$ cat config.mk
export PLATFORM = sky130hd
export DESIGN_NAME = ttrop_top
export DESIGN_NICKNAME = d
export VERILOG_FILES = /design/src/verilog/ttrop_pkg.sv /design/src/verilog/ttrop_sync.sv /design/src/verilog/ttrop_ms_timer.sv /design/src/verilog/ttrop_top.sv
export SDC_FILE = /design/constraint.sdc
export NUM_CORES = 1
export LEC_CHECK = 0
export BUFFER_PORTS_ARGS = -buffer_cell sky130_fd_sc_hd__buf_2
export CORE_UTILIZATION = 49
export CTS_CLUSTER_DIAMETER = 120
export CTS_CLUSTER_SIZE = 8
export DETAILED_ROUTE_END_ITERATION = 6
export PLACE_DENSITY = 0.68
export SYNTH_ARGS = -nofsm -noshare
export SYNTH_HDL_FRONTEND = slang
export SYNTH_SLANG_ARGS = --single-unit
export TNS_END_PERCENT = 30
$ cat constraint.sdc
create_clock -name clk_i -period 6.5 [get_ports clk_i]
set_clock_uncertainty 0.1 [all_clocks]
set_input_delay 0.65 -clock clk_i [delete_from_list [all_inputs] [get_ports clk_i]]
set_output_delay 0.65 -clock clk_i [all_outputs]
set_load 0.05 [all_outputs]
$ cat src/verilog/ttrop_pkg.sv
// package: constants, types and the behaviour list for the triggered tag read output port
// Behaviour
// - power-up drives all data lines zero
// - trigger with tag present starts access
// - read data on lines, indicators lit
// - tag leaves: off-delay then clear lines
// - retrigger during off-delay clears, restarts cycle
// - parity set and cleared with data
// - strobe 3 ms after data, off with delay
// - trigger without tag is no-tag error
// - tag leaving mid-access is an error
// - error sets all ones, flashes red code
// - error starts off-delay timer immediately
// - parity zero on all-ones error pattern
// - strobe and error 3 ms after data
// - low error output doubles as run
// - new trigger with tag present clears every output line
// - indicators hold until next trigger
`default_nettype none
package ttrop_pkg;
  // ==================================================================
  // sizes and timing
  localparam int          DATA_W       = 16;
  localparam int          CODE_W       = 4;
  localparam int          CLK_HZ       = 100_000_000;
  localparam int          MS_CYC       = CLK_HZ / 1000;
  localparam int          STROBE_MS    = 3;
  localparam int          MS_W         = 16;
  localparam int          MS_CNT_W     = 17;
  localparam logic [15:0] OFFDLY_MS_DEF = 16'h0064;
  localparam int          FLASH_MS     = 250;
  localparam logic [15:0] ALL_ONES     = 16'hFFFF;
  localparam logic [15:0] ALL_ZEROS    = 16'h0000;
  localparam logic [3:0]  ERR_NO_TAG   = 4'h1;
  localparam logic [3:0]  ERR_LOST_TAG = 4'h2;

  // ==================================================================
  // wishbone register map (byte addresses)
  localparam logic [7:0]  ADR_CTRL     = 8'h00;
  localparam logic [7:0]  ADR_STATUS   = 8'h04;
  localparam logic [7:0]  ADR_DATA     = 8'h08;

  typedef enum logic [2:0] {
    TTROP_IDLE, TTROP_ACCESS, TTROP_SETTLE, TTROP_HOLD, TTROP_OFFDLY
  } ttrop_state_e;

  typedef struct packed {
    logic [DATA_W-1:0] data;
    logic              parity;
    logic              strobe;
    logic              error;
  } ttrop_out_s;

  typedef struct packed {
    logic [DATA_W-1:0] data;
    logic              done;
  } ttrop_rd_s;
endpackage
`default_nettype wire

$ cat src/verilog/ttrop_sync.sv
// two-flop synchroniser for one pin level
`default_nettype none
module ttrop_sync (
  input  wire logic clk_i,
  input  wire logic rst_i,
  input  wire logic d_i,
  output logic      q_o
);
  logic meta_ff;
  logic q_ff;
  always_ff @(posedge clk_i) begin
    if (rst_i) begin
      meta_ff <= 1'b0;
      q_ff    <= 1'b0;
    end else begin
      meta_ff <= d_i;
      q_ff    <= meta_ff;
    end
  end
  assign q_o = q_ff;
endmodule // ttrop_sync
`default_nettype wire

$ cat src/verilog/ttrop_ms_timer.sv
// millisecond timer: prescaler plus millisecond down counter
`default_nettype none
module ttrop_ms_timer
  import ttrop_pkg::*;
#(
  parameter int MS_CYCLES = MS_CYC
) (
  input  wire logic                  clk_i,
  input  wire logic                  rst_i,
  input  wire logic                  start_i,
  input  wire logic [MS_W-1:0]       ms_i,
  output logic                       done_o
);
  logic [MS_CNT_W-1:0] pre_ff;
  logic [MS_CNT_W-1:0] nxt_pre;
  logic [MS_W-1:0]     ms_ff;
  logic [MS_W-1:0]     nxt_ms;
  logic                run_ff;
  logic                nxt_run;
  logic                done_ff;
  logic                nxt_done;

  always_comb begin
    nxt_pre  = pre_ff;
    nxt_ms   = ms_ff;
    nxt_run  = run_ff;
    nxt_done = 1'b0;
    if (start_i) begin
      nxt_pre = MS_CNT_W'(MS_CYCLES - 1);
      nxt_ms  = ms_i;
      nxt_run = 1'b1;
    end else if (run_ff) begin
      if (pre_ff != '0) begin
        nxt_pre = pre_ff - 1'b1;
      end else if (ms_ff <= 16'h0001) begin
        nxt_run  = 1'b0;
        nxt_done = 1'b1;
      end else begin
        nxt_pre = MS_CNT_W'(MS_CYCLES - 1);
        nxt_ms  = ms_ff - 1'b1;
      end
    end
  end

  always_ff @(posedge clk_i) begin
    if (rst_i) begin
      pre_ff  <= '0;
      ms_ff   <= '0;
      run_ff  <= 1'b0;
      done_ff <= 1'b0;
    end else begin
      pre_ff  <= nxt_pre;
      ms_ff   <= nxt_ms;
      run_ff  <= nxt_run;
      done_ff <= nxt_done;
    end
  end
  assign done_o = done_ff;
endmodule // ttrop_ms_timer
`default_nettype wire

$ cat src/verilog/ttrop_top.sv
// triggered tag read output sequencer with wishbone control registers
//
// Local design decisions: the register offsets and register access over Wishbone.
`default_nettype none
module ttrop_top
  import ttrop_pkg::*;
#(
  parameter int MS_CYCLES = MS_CYC
) (
  input  wire logic                  clk_i,
  input  wire logic                  rst_i,
  // wishbone slave
  input  wire logic                  wb_cyc_i,
  input  wire logic                  wb_stb_i,
  input  wire logic                  wb_we_i,
  input  wire logic [7:0]            wb_adr_i,
  input  wire logic [3:0]            wb_sel_i,
  input  wire logic [31:0]           wb_dat_i,
  output logic      [31:0]           wb_dat_o,
  output logic                       wb_ack_o,
  // pins
  input  wire logic                  read_trigger_i,
  input  wire logic                  tag_present_i,
  // tag reader front end
  output logic                       tag_access_start_o,
  input  wire ttrop_pkg::ttrop_rd_s  tag_rd_i,
  // host outputs
  output ttrop_pkg::ttrop_out_s      host_out_o,
  output logic      [DATA_W-1:0]     indicator_green_o,
  output logic      [CODE_W-1:0]     indicator_red_o
);
  logic trig_s;
  logic tag_s;

  // ==================================================================
  // pin synchronisers
  ttrop_sync u_sync_trig (
    .clk_i (clk_i),
    .rst_i (rst_i),
    .d_i   (read_trigger_i),
    .q_o   (trig_s)
  );
  ttrop_sync u_sync_tag (
    .clk_i (clk_i),
    .rst_i (rst_i),
    .d_i   (tag_present_i),
    .q_o   (tag_s)
  );

  // ==================================================================
  // state
  ttrop_state_e      state_ff, nxt_state;
  ttrop_out_s        out_ff, nxt_out;
  logic              trig_d_ff, nxt_trig_d;
  logic              err_ff, nxt_err;
  logic [CODE_W-1:0] code_ff, nxt_code;
  logic [DATA_W-1:0] green_ff, nxt_green;
  logic              start_ff, nxt_start;
  logic              tmr_start;
  logic [MS_W-1:0]   tmr_ms;
  logic              tmr_done;
  logic              trig_rise;
  logic [MS_W-1:0]   offdly_ms_ff, nxt_offdly_ms;
  logic [7:0]        flash_ff, nxt_flash;
  logic [MS_CNT_W-1:0] fpre_ff, nxt_fpre;
  logic              flash_on_ff, nxt_flash_on;
  logic [CODE_W-1:0] red_ff, nxt_red;
  logic [15:0]       nerr_ff, nxt_nerr;
  logic              ack_ff, nxt_ack;
  logic [31:0]       rdat_ff, nxt_rdat;

  assign trig_rise = trig_s & ~trig_d_ff;

  ttrop_ms_timer #(
    .MS_CYCLES (MS_CYCLES)
  ) u_timer (
    .clk_i   (clk_i),
    .rst_i   (rst_i),
    .start_i (tmr_start),
    .ms_i    (tmr_ms),
    .done_o  (tmr_done)
  );

  // ==================================================================
  // output sequencer
  always_comb begin
    nxt_state  = state_ff;
    nxt_out    = out_ff;
    nxt_trig_d = trig_s;
    nxt_err    = err_ff;
    nxt_code   = code_ff;
    nxt_green  = green_ff;
    nxt_start  = 1'b0;
    nxt_nerr   = nerr_ff;
    tmr_start  = 1'b0;
    tmr_ms     = offdly_ms_ff;
    if (trig_rise) begin
      // new trigger wins over any running off-delay
      nxt_out   = '0;
      nxt_green = '0;
      nxt_code  = '0;
      nxt_err   = 1'b0;
      if (tag_s) begin
        nxt_state = TTROP_ACCESS;
        nxt_start = 1'b1;
      end else begin
        nxt_err   = 1'b1;
        nxt_code  = ERR_NO_TAG;
        nxt_nerr  = nerr_ff + 1'b1;
        nxt_out.data   = ALL_ONES;
        nxt_out.parity = ^ALL_ONES;
        nxt_state = TTROP_SETTLE;
        tmr_start = 1'b1;
        tmr_ms    = MS_W'(STROBE_MS);
      end
    end else begin
      case (state_ff)
        TTROP_IDLE: begin
          nxt_out = '0;
        end
        TTROP_ACCESS: begin
          if (!tag_s) begin
            nxt_err   = 1'b1;
            nxt_code  = ERR_LOST_TAG;
            nxt_nerr  = nerr_ff + 1'b1;
            nxt_out.data   = ALL_ONES;
            nxt_out.parity = ^ALL_ONES;
            nxt_state = TTROP_SETTLE;
            tmr_start = 1'b1;
            tmr_ms    = MS_W'(STROBE_MS);
          end else if (tag_rd_i.done) begin
            nxt_out.data   = tag_rd_i.data;
            nxt_out.parity = ^tag_rd_i.data;
            nxt_green = tag_rd_i.data;
            nxt_state = TTROP_SETTLE;
            tmr_start = 1'b1;
            tmr_ms    = MS_W'(STROBE_MS);
          end
        end
        TTROP_SETTLE: begin
          if (tmr_done) begin
            nxt_out.strobe = 1'b1;
            nxt_out.error  = err_ff;
            if (err_ff) begin
              // off-delay counts from the error; 3 ms settle is already part of it
              nxt_state = TTROP_OFFDLY;
              tmr_start = 1'b1;
              tmr_ms    = (offdly_ms_ff > MS_W'(STROBE_MS)) ?
                          offdly_ms_ff - MS_W'(STROBE_MS) : MS_W'(1);
            end else begin
              nxt_state = TTROP_HOLD;
            end
          end
        end
        TTROP_HOLD: begin
          if (!tag_s) begin
            nxt_state = TTROP_OFFDLY;
            tmr_start = 1'b1;
          end
        end
        TTROP_OFFDLY: begin
          if (tmr_done) begin
            nxt_out   = '0;
            nxt_state = TTROP_IDLE;
          end
        end
        default: nxt_state = TTROP_IDLE;
      endcase
    end
  end

  // ==================================================================
  // red indicator flash, half period in ms
  always_comb begin
    nxt_fpre     = fpre_ff;
    nxt_flash    = flash_ff;
    nxt_flash_on = flash_on_ff;
    if (!err_ff) begin
      nxt_fpre     = '0;
      nxt_flash    = '0;
      nxt_flash_on = 1'b0;
    end else if (fpre_ff != '0) begin
      nxt_fpre = fpre_ff - 1'b1;
    end else begin
      nxt_fpre = MS_CNT_W'(MS_CYCLES - 1);
      if (flash_ff == 8'(FLASH_MS - 1)) begin
        nxt_flash    = '0;
        nxt_flash_on = ~flash_on_ff;
      end else begin
        nxt_flash = flash_ff + 1'b1;
      end
    end
    // red lamp is registered so it leaves the block glitch free
    nxt_red = nxt_flash_on ? nxt_code : '0;
  end

  // ==================================================================
  // wishbone slave, one wait state, ack drops after one cycle
  always_comb begin
    nxt_ack       = 1'b0;
    nxt_rdat      = '0;
    nxt_offdly_ms = offdly_ms_ff;
    if (wb_cyc_i && wb_stb_i && !ack_ff) begin
      nxt_ack = 1'b1;
      if (wb_adr_i == ADR_CTRL) begin
        nxt_rdat = {16'h0000, offdly_ms_ff};
        if (wb_we_i && wb_sel_i[0]) begin
          nxt_offdly_ms[7:0] = wb_dat_i[7:0];
        end
        if (wb_we_i && wb_sel_i[1]) begin
          nxt_offdly_ms[15:8] = wb_dat_i[15:8];
        end
      end else if (wb_adr_i == ADR_STATUS) begin
        nxt_rdat = {nerr_ff, 5'h00, 3'(state_ff), code_ff, err_ff,
                    tag_s, trig_s, out_ff.strobe};
      end else if (wb_adr_i == ADR_DATA) begin
        nxt_rdat = {15'h0000, out_ff.parity, out_ff.data};
      end else begin
        nxt_rdat = 32'h0000_0000;
      end
    end
  end

  // ==================================================================
  // sequencer registers
  always_ff @(posedge clk_i) begin
    if (rst_i) begin
      state_ff  <= TTROP_IDLE;
      out_ff    <= '0;
      trig_d_ff <= 1'b0;
      err_ff    <= 1'b0;
      code_ff   <= '0;
      green_ff  <= '0;
      start_ff  <= 1'b0;
      nerr_ff   <= '0;
    end else begin
      state_ff  <= nxt_state;
      out_ff    <= nxt_out;
      trig_d_ff <= nxt_trig_d;
      err_ff    <= nxt_err;
      code_ff   <= nxt_code;
      green_ff  <= nxt_green;
      start_ff  <= nxt_start;
      nerr_ff   <= nxt_nerr;
    end
  end

  // ==================================================================
  // flash registers
  always_ff @(posedge clk_i) begin
    if (rst_i) begin
      fpre_ff     <= '0;
      flash_ff    <= '0;
      flash_on_ff <= 1'b0;
      red_ff      <= '0;
    end else begin
      fpre_ff     <= nxt_fpre;
      flash_ff    <= nxt_flash;
      flash_on_ff <= nxt_flash_on;
      red_ff      <= nxt_red;
    end
  end

  // ==================================================================
  // wishbone registers
  always_ff @(posedge clk_i) begin
    if (rst_i) begin
      ack_ff       <= 1'b0;
      rdat_ff      <= '0;
      offdly_ms_ff <= OFFDLY_MS_DEF;
    end else begin
      ack_ff       <= nxt_ack;
      rdat_ff      <= nxt_rdat;
      offdly_ms_ff <= nxt_offdly_ms;
    end
  end

  assign host_out_o         = out_ff;
  assign tag_access_start_o = start_ff;
  assign indicator_green_o  = green_ff;
  assign indicator_red_o    = red_ff;
  assign wb_ack_o           = ack_ff;
  assign wb_dat_o           = rdat_ff;
endmodule // ttrop_top
`default_nettype wire

# == Word level (Yosys, flattened, before mapping) ==
# Index checks and enable logic that the tools add are counted.
# word_totals
out_inout_bits,73
ff_bits,179
word_cells,164
inputBits,68
# classes
bitwise_logic,9
muxes,65
n_eq_ne,19
magnitude_cmp,2
n_reduce_logical,33
add_sub_neg,6
# ops
cell,n
16-bit 2-to-1 mux,15
17-bit 2-to-1 mux,9
17-bit one-hot mux with 3 select lines,1
19-bit 2-to-1 mux,2
17-bit nonzero test,2
"17-bit by 1-bit subtractor with 17-bit output, second input constant",2
32-bit 2-to-1 mux,1
16-bit one-hot mux with 2 select lines,1
3-bit 2-to-1 mux,7
1-bit 2-to-1 mux,20
3-bit AND reduction,6
"16-bit by 1-bit adder with 16-bit output, second input constant",1
"16-bit by 2-bit > comparator with 1-bit output, second input constant",1
"16-bit by 1-bit <= comparator with 1-bit output, second input constant",1
16-bit parity,1
"16-bit by 1-bit subtractor with 16-bit output, second input constant",1
"16-bit by 2-bit subtractor with 16-bit output, second input constant",1
3-bit one-hot mux with 5 select lines,1
4-bit 2-to-1 mux,3
2-bit OR reduction,6
"3-bit by 2-bit inequality test with 1-bit output, second input constant",3
"8-bit by 1-bit adder with 8-bit output, second input constant",1
"8-bit by 3-bit equality test with 1-bit output, second input constant",1
"8-bit by 4-bit equality test with 1-bit output, second input constant",1
25 further kinds,46

# == Logic depth before layout (Yosys ltp) ==
# depth
depth_word,7
ltp_mapped,10
ltp_nobuf,8

# == Cells and area by module ==
# A second synthesis with hierarchy kept.
# hier_totals
hier_cells,1016
area_unflattened_um2,8461.9
# modules_own_cells
module,cells_per_inst,seq_area_each_um2,area_each_um2,instances
ttrop_top,754,2802.7,6314.8,1
ttrop_ms_timer,254,700.7,2042.0,1
ttrop_sync,4,40.0,52.6,2

# == Worst setup path after synthesis ==
# Ideal clock, no wire load.
# synth_timing
kind,register -> register
startpoint,register fpre_ff[0]
endpoint,register flash_ff[7]
period_less_slack_ns,2.615
path_buffers,1
arrival_ns,2.383
setup_slack_ns,3.885
required_ns,6.267
setup_time_ns,0.133
stages_incl_launch_ff,10
cell_sequence,dfxtp_1 > inv_1 > ha_1 > or3b_1 > or4_1 > buf_2 > or4_4 > nor3_1 > xnor2_1 > nor2_1
# synth_via
elab_chain_len,1
# synth_lines
item,line,source
start: declaration,ttrop_top.sv:65,"logic [MS_CNT_W-1:0] fpre_ff, nxt_fpre;"
start signal: assignment,ttrop_top.sv:257,fpre_ff <= nxt_fpre;
17-bit nonzero test,ttrop_top.sv:182,end else if (fpre_ff != '0) begin
end signal: assignment,ttrop_top.sv:258,flash_ff <= nxt_flash;
end: declaration,ttrop_top.sv:64,"logic [7:0] flash_ff, nxt_flash;"
# No other way between the ends.
# A chain may end at the register's enable or synchronous reset.

# == Final worst setup path ==
# layout_timing
startpoint,register state_ff[0]
endpoint,register u_timer.ms_ff[8]
# layout_via
elab_chain_len,5
elab_cells_between_ends,12
classes_between,eq/ne: 5; mux: 5; reduce/logical: 2
# layout_lines
item,line,source
start: declaration,ttrop_top.sv:52,"ttrop_state_e state_ff, nxt_state;"
start signal: assignment,ttrop_top.sv:237,state_ff <= nxt_state;
3-bit by 2-bit equality test with 1-bit output / 3-bit by 1-bit equality test with 1-bit output (equally long branches),ttrop_top.sv:117,case (state_ff)
1-bit one-hot mux with 3 select lines,ttrop_top.sv:117,
1-bit 2-to-1 mux,ttrop_top.sv:97,if (trig_rise) begin
2-bit inequality test (no source line) / 2-bit nonzero test (equally long branches),-,
3-bit AND reduction (no source line),-,
end signal: assignment,ttrop_ms_timer.sv:53,ms_ff <= nxt_ms;
end: declaration,ttrop_ms_timer.sv:16,logic [MS_W-1:0] ms_ff;
# Several ways; a longest one is shown, not always the timed one.

==> implementation parameters <==
Parameter                              Value

Logic synthesis
  Fraction of synthesized cell area taken by the top area cell type ... 0.431
  Synth top area cells ... dfxtp_1 43%, nor2_1 6.0%, a21oi_1 5.1%
  Leading cell type by number of instances after synthesis ... dfxtp_1
  Cell types with the highest counts after synthesis ... 179 x dfxtp_1, 132 x nor2_1, 85 x a21oi_1
  Number of distinct library cells after synthesis ... 72
  Most instantiated flip-flop cell in the synthesis netlist ... dfxtp_1
  Library cell occupying the most area in the post-synthesis netlist ... dfxtp_1
  Fraction of the yosys area taken by sequential cells ... 0.431
  Number of synthesized flops with an enable pin ... 0
  Flip-flop and latch count after synthesis ... 179
  Synthesized cell area ... 8310 um^2
  Total nets after synthesis ... 1064
  Async set-or-reset flop fraction in the synthesized netlist ... 0
  Post-synthesis cell count ... 988
  Mapped Avg Cell Area ... 8.41 um^2
  Number of warning messages in the yosys log ... 0

Critical path
  Worst Setup Start Kind ... flip-flop
  Max stage delay cell, worst path ... nor3b_1
  Worst setup slack for register-to-register paths ... 2.95 ns
  Worst endpoint data arrival time ... 3.79 ns
  RR Startpoint ... state_ff[0]$_SDFFE_PP0P_
  Worst Path Max Fanout ... 21
  Required arrival time at the worst endpoint ... 6.74 ns
  Critical path type ... flip-flop to flip-flop
  Capture instance of the worst register-to-register path ... u_timer.ms_ff[8]$_SDFFE_PP0P_
  Top cell family by delay on the critical path ... simple AND/OR/NAND/NOR gates
  Sequence of cells on the critical path ... nor3b_1 -> nor2_1 -> o21bai_1 -> or3_1 -> o21ai_0 -> a211oi_1
  Slowest stage delay, CP ... 1.09 ns
  Count of cells along the worst register-to-register path ... 6
  Buffering stage count on the worst path with inverters included ... 0
  Crit path capture type ... flip-flop

Finish
  Fraction of layout instances using a drive strength above 1 ... 0.162
  Layout Cell Area excl Fill ... 9630 um^2
  Count of antenna diodes in the layout ... 0
  Net count reported at finish ... 1159
  Count of filler cells inserted in the layout ... 1552
  Signed area change from the synthesized netlist to the final layout ... 16.0%
  Count of placed standard cells in the final layout, fillers left out ... 1315

GRT
  Wire length of the first global-routing pass ... 34900 um
  Via count of the first global-routing pass ... 6954
  All-Layer GR Usage ... 0.246
  Pin count of the biggest net entering global routing ... 78
  Number of antenna violations at the first check in global routing ... 0
  Total gr overflow ... 0

Hold path
  Startpoint of the worst hold path ... wb_dat_i[6]
  Worst Hold Class ... input pin to flip-flop
  End of the worst hold path ... offdly_ms_ff[6]$_SDFFE_PP1P_
  Count of cells along the worst hold path ... 3

Floorplanning
  Full die area ... 17500 um^2
  Starting density of the core ... 0.501
  # IOs ... 141
  Height of the die ... 132 um
  Area of the core ... 16600 um^2
  Row Count ... 47
  Horizontal die dimension ... 132 um

Timing
  Final cycle utilization of the critical path ... 0.546
  Max_slew headroom ... 0.144
  Final setup violation count ... 0
  Final hold violations ... 0
  Slew at the pin with the worst max-slew slack ... 1.28 ns
  F_max ... 282 MHz
  Final-report max-slew violation count ... 0
  Shortest period the worst path allows ... 3.55 ns
  Fin worst setup slack ... 2.95 ns
  RSZ-0062 raised after global routing ... false
  Setup total negative slack ... 0 ns

Route
  Ratio of routed vias to standard cells ... 5.69
  Vias ... 7478
  Residual antenna-violating net count after detailed routing ... 0
  Routed length per placed instance ... 15.8 um
  Detailed-route wire length ... 20800 um
  Iteration-0 DRC count of the detailed router ... 455
  TritonRoute pass-1 iters ... 5
  Remaining routing DRC violations ... 0

Clock tree
  Clock root buffer ... clkbuf_16
  Clock slew seen by the registers of the worst setup and hold paths ... 0.07 ns
  Number of clock buffers inserted by TritonCTS ... 17
  Hold buffer count at cts ... 0
  Clock tree from TritonCTS ... yes
  Worst-skew pair later-pin latency ... 0.43 ns
  Number of H-tree branching levels ... 4
  Clock Sinks ... 179
  Post-CTS resize count ... 0
  Maximum count of clock buffers along a single path ... 2
  # Post-CTS Setup Buffers ... 0

Place
  Placed standard-cell area ... 9030 um^2
  Number of cells in the design after placement ... 1284
  Worst setup timing slack at the placement stage ... 3.04 ns
  Last weighted congestion value of the routability-driven placer ... 0.879
  Estimated wirelength of the detail-placed design ... 14500 um
  Count of buffers inserted at the top-level ports ... 122

Power and ir drop
  Relative contribution of combinational cells to total power ... 0.160
  Clock power frac ... 0.398
  Power Density ... 278 nW/um^2
  Leakage component of the power ... 4.01 nW
  Switch share ... 0.285
  Part of the total power dissipated in sequential elements ... 0.442
  Internal power component ... 0.00191 W
  Power spent charging and discharging nets ... 0.000765 W
  PnR Total Power ... 0.00268 W
  Maximum ir drop on the vdd rail ... 0.187 mV

Flow run
  Maximum capacitance violations ... 0

Run status
  Result of the run ... finished clean
cell families after synthesis:
group	count (synthesis)	synth area share
AOI/OAI and AO/OA	208	0.152
muxes	35	0.0422
xor gates and xnor gates	65	0.0685
DFF	179	0.431
adders and majority gates	8	0.0121
and+or+nand+nor	417	0.258
buffers and inverters	76	0.0359
tightest hold or removal path, delay by kind of cell:
| kind | cells | cell delay (ns) |
|---|---|---|
| simple gates | 1 | 0.05 |
| mux | 1 | 0.05 |
| buf+inv | 1 | 0.08 |
final cells by class:
class | instances | area (um^2) | share of cell area
clock buffer | 18 | 429 | 0.0446
clock inverter | 13 | 173 | 0.0179
inverter | 25 | 93.8 | 0.00974
multi-input combinational | 733 | 4430 | 0.460
sequential | 179 | 3580 | 0.372
tap | 220 | 275 | 0.0286
timing repair buffer | 127 | 648 | 0.0673
worst max path at each step:
stage | startpoint | end | slack (ns) | cells after the start
global placement | state_ff[0]$_SDFFE_PP0P_ | u_timer.ms_ff[8]$_SDFFE_PP0P_ | 3.13 | 6
CTS | state_ff[0]$_SDFFE_PP0P_ | indicator_green_o[3]$_SDFFE_PP0P_ | 2.98 | 4
floorplan | fpre_ff[0]$_SDFF_PP0_ | flash_ff[7]$_SDFFE_PP0P_ | 3.88 | 9
detailed placement | state_ff[0]$_SDFFE_PP0P_ | indicator_green_o[13]$_SDFFE_PP0P_ | 3.04 | 4
global route | state_ff[0]$_SDFFE_PP0P_ | indicator_green_o[3]$_SDFFE_PP0P_ | 2.68 | 4
finish | state_ff[0]$_SDFFE_PP0P_ | u_timer.ms_ff[8]$_SDFFE_PP0P_ | 2.95 | 6
power groups by stage:
| stage | sequential (W) | combinational, W | clock (W) |
|---|---|---|---|
| final | 0.00118 | 0.000429 | 0.00107 |
| after global routing | 0.00119 | 0.000480 | 0.00113 |
| after CTS | 0.00118 | 0.000428 | 0.00108 |
| after detailed placement | 0.00121 | 0.000425 | 0 |
| after global placement | 0.00121 | 0.000420 | 0 |
| after floorplan | 0.00121 | 0.000323 | 0 |
per-stage QoR:
step            util  hold slack [ns]
5_1_grt        0.581            0.333
3_3_place_gp   0.545            0.316
2_1_floorplan      -            0.314
6_report       0.581            0.329
3_5_place_dp   0.545            0.336
4_1_cts        0.581            0.317
registers in the layout (all words and copies together) (netlist names), 3 cells and up:
signal / flops
indicator_green_o: 16
state_ff: 3
offdly_ms_ff: 16
flash_ff: 8
nerr_ff: 16
u_timer.pre_ff: 17
fpre_ff: 17
code_ff: 4
wb_dat_o: 32
host_out_o: 19
u_timer.ms_ff: 16
indicator_red_o: 4
layout by cell type (no fill, tap or decap), types with 11 or more instances in the layout:
master and instances:
inv_1 24, nor2b_1 13, nor2_1 132, buf_2 122, clkbuf_16 17, nor4_1 22, and2_1 17, a31oi_1 11
xor2_1 31, dfxtp_1 179, mux2i_1 35, nand4_1 18, xnor2_1 34, nand3_1 24, nand2_1 70, a21oi_1 85
nand2b_1 15, o21ai_0 47, nor3_1 41
per-layer routing:
layer,share of wire,track usage,vias to the layer above
met2,0.44,0.382,253
met4,0.021,0.0907,0
met5,0,0,-
li1,-,-,3710
met3,0.055,0.0484,35
met1,0.48,0.338,3480
Power figures use the tool's default switching activity.
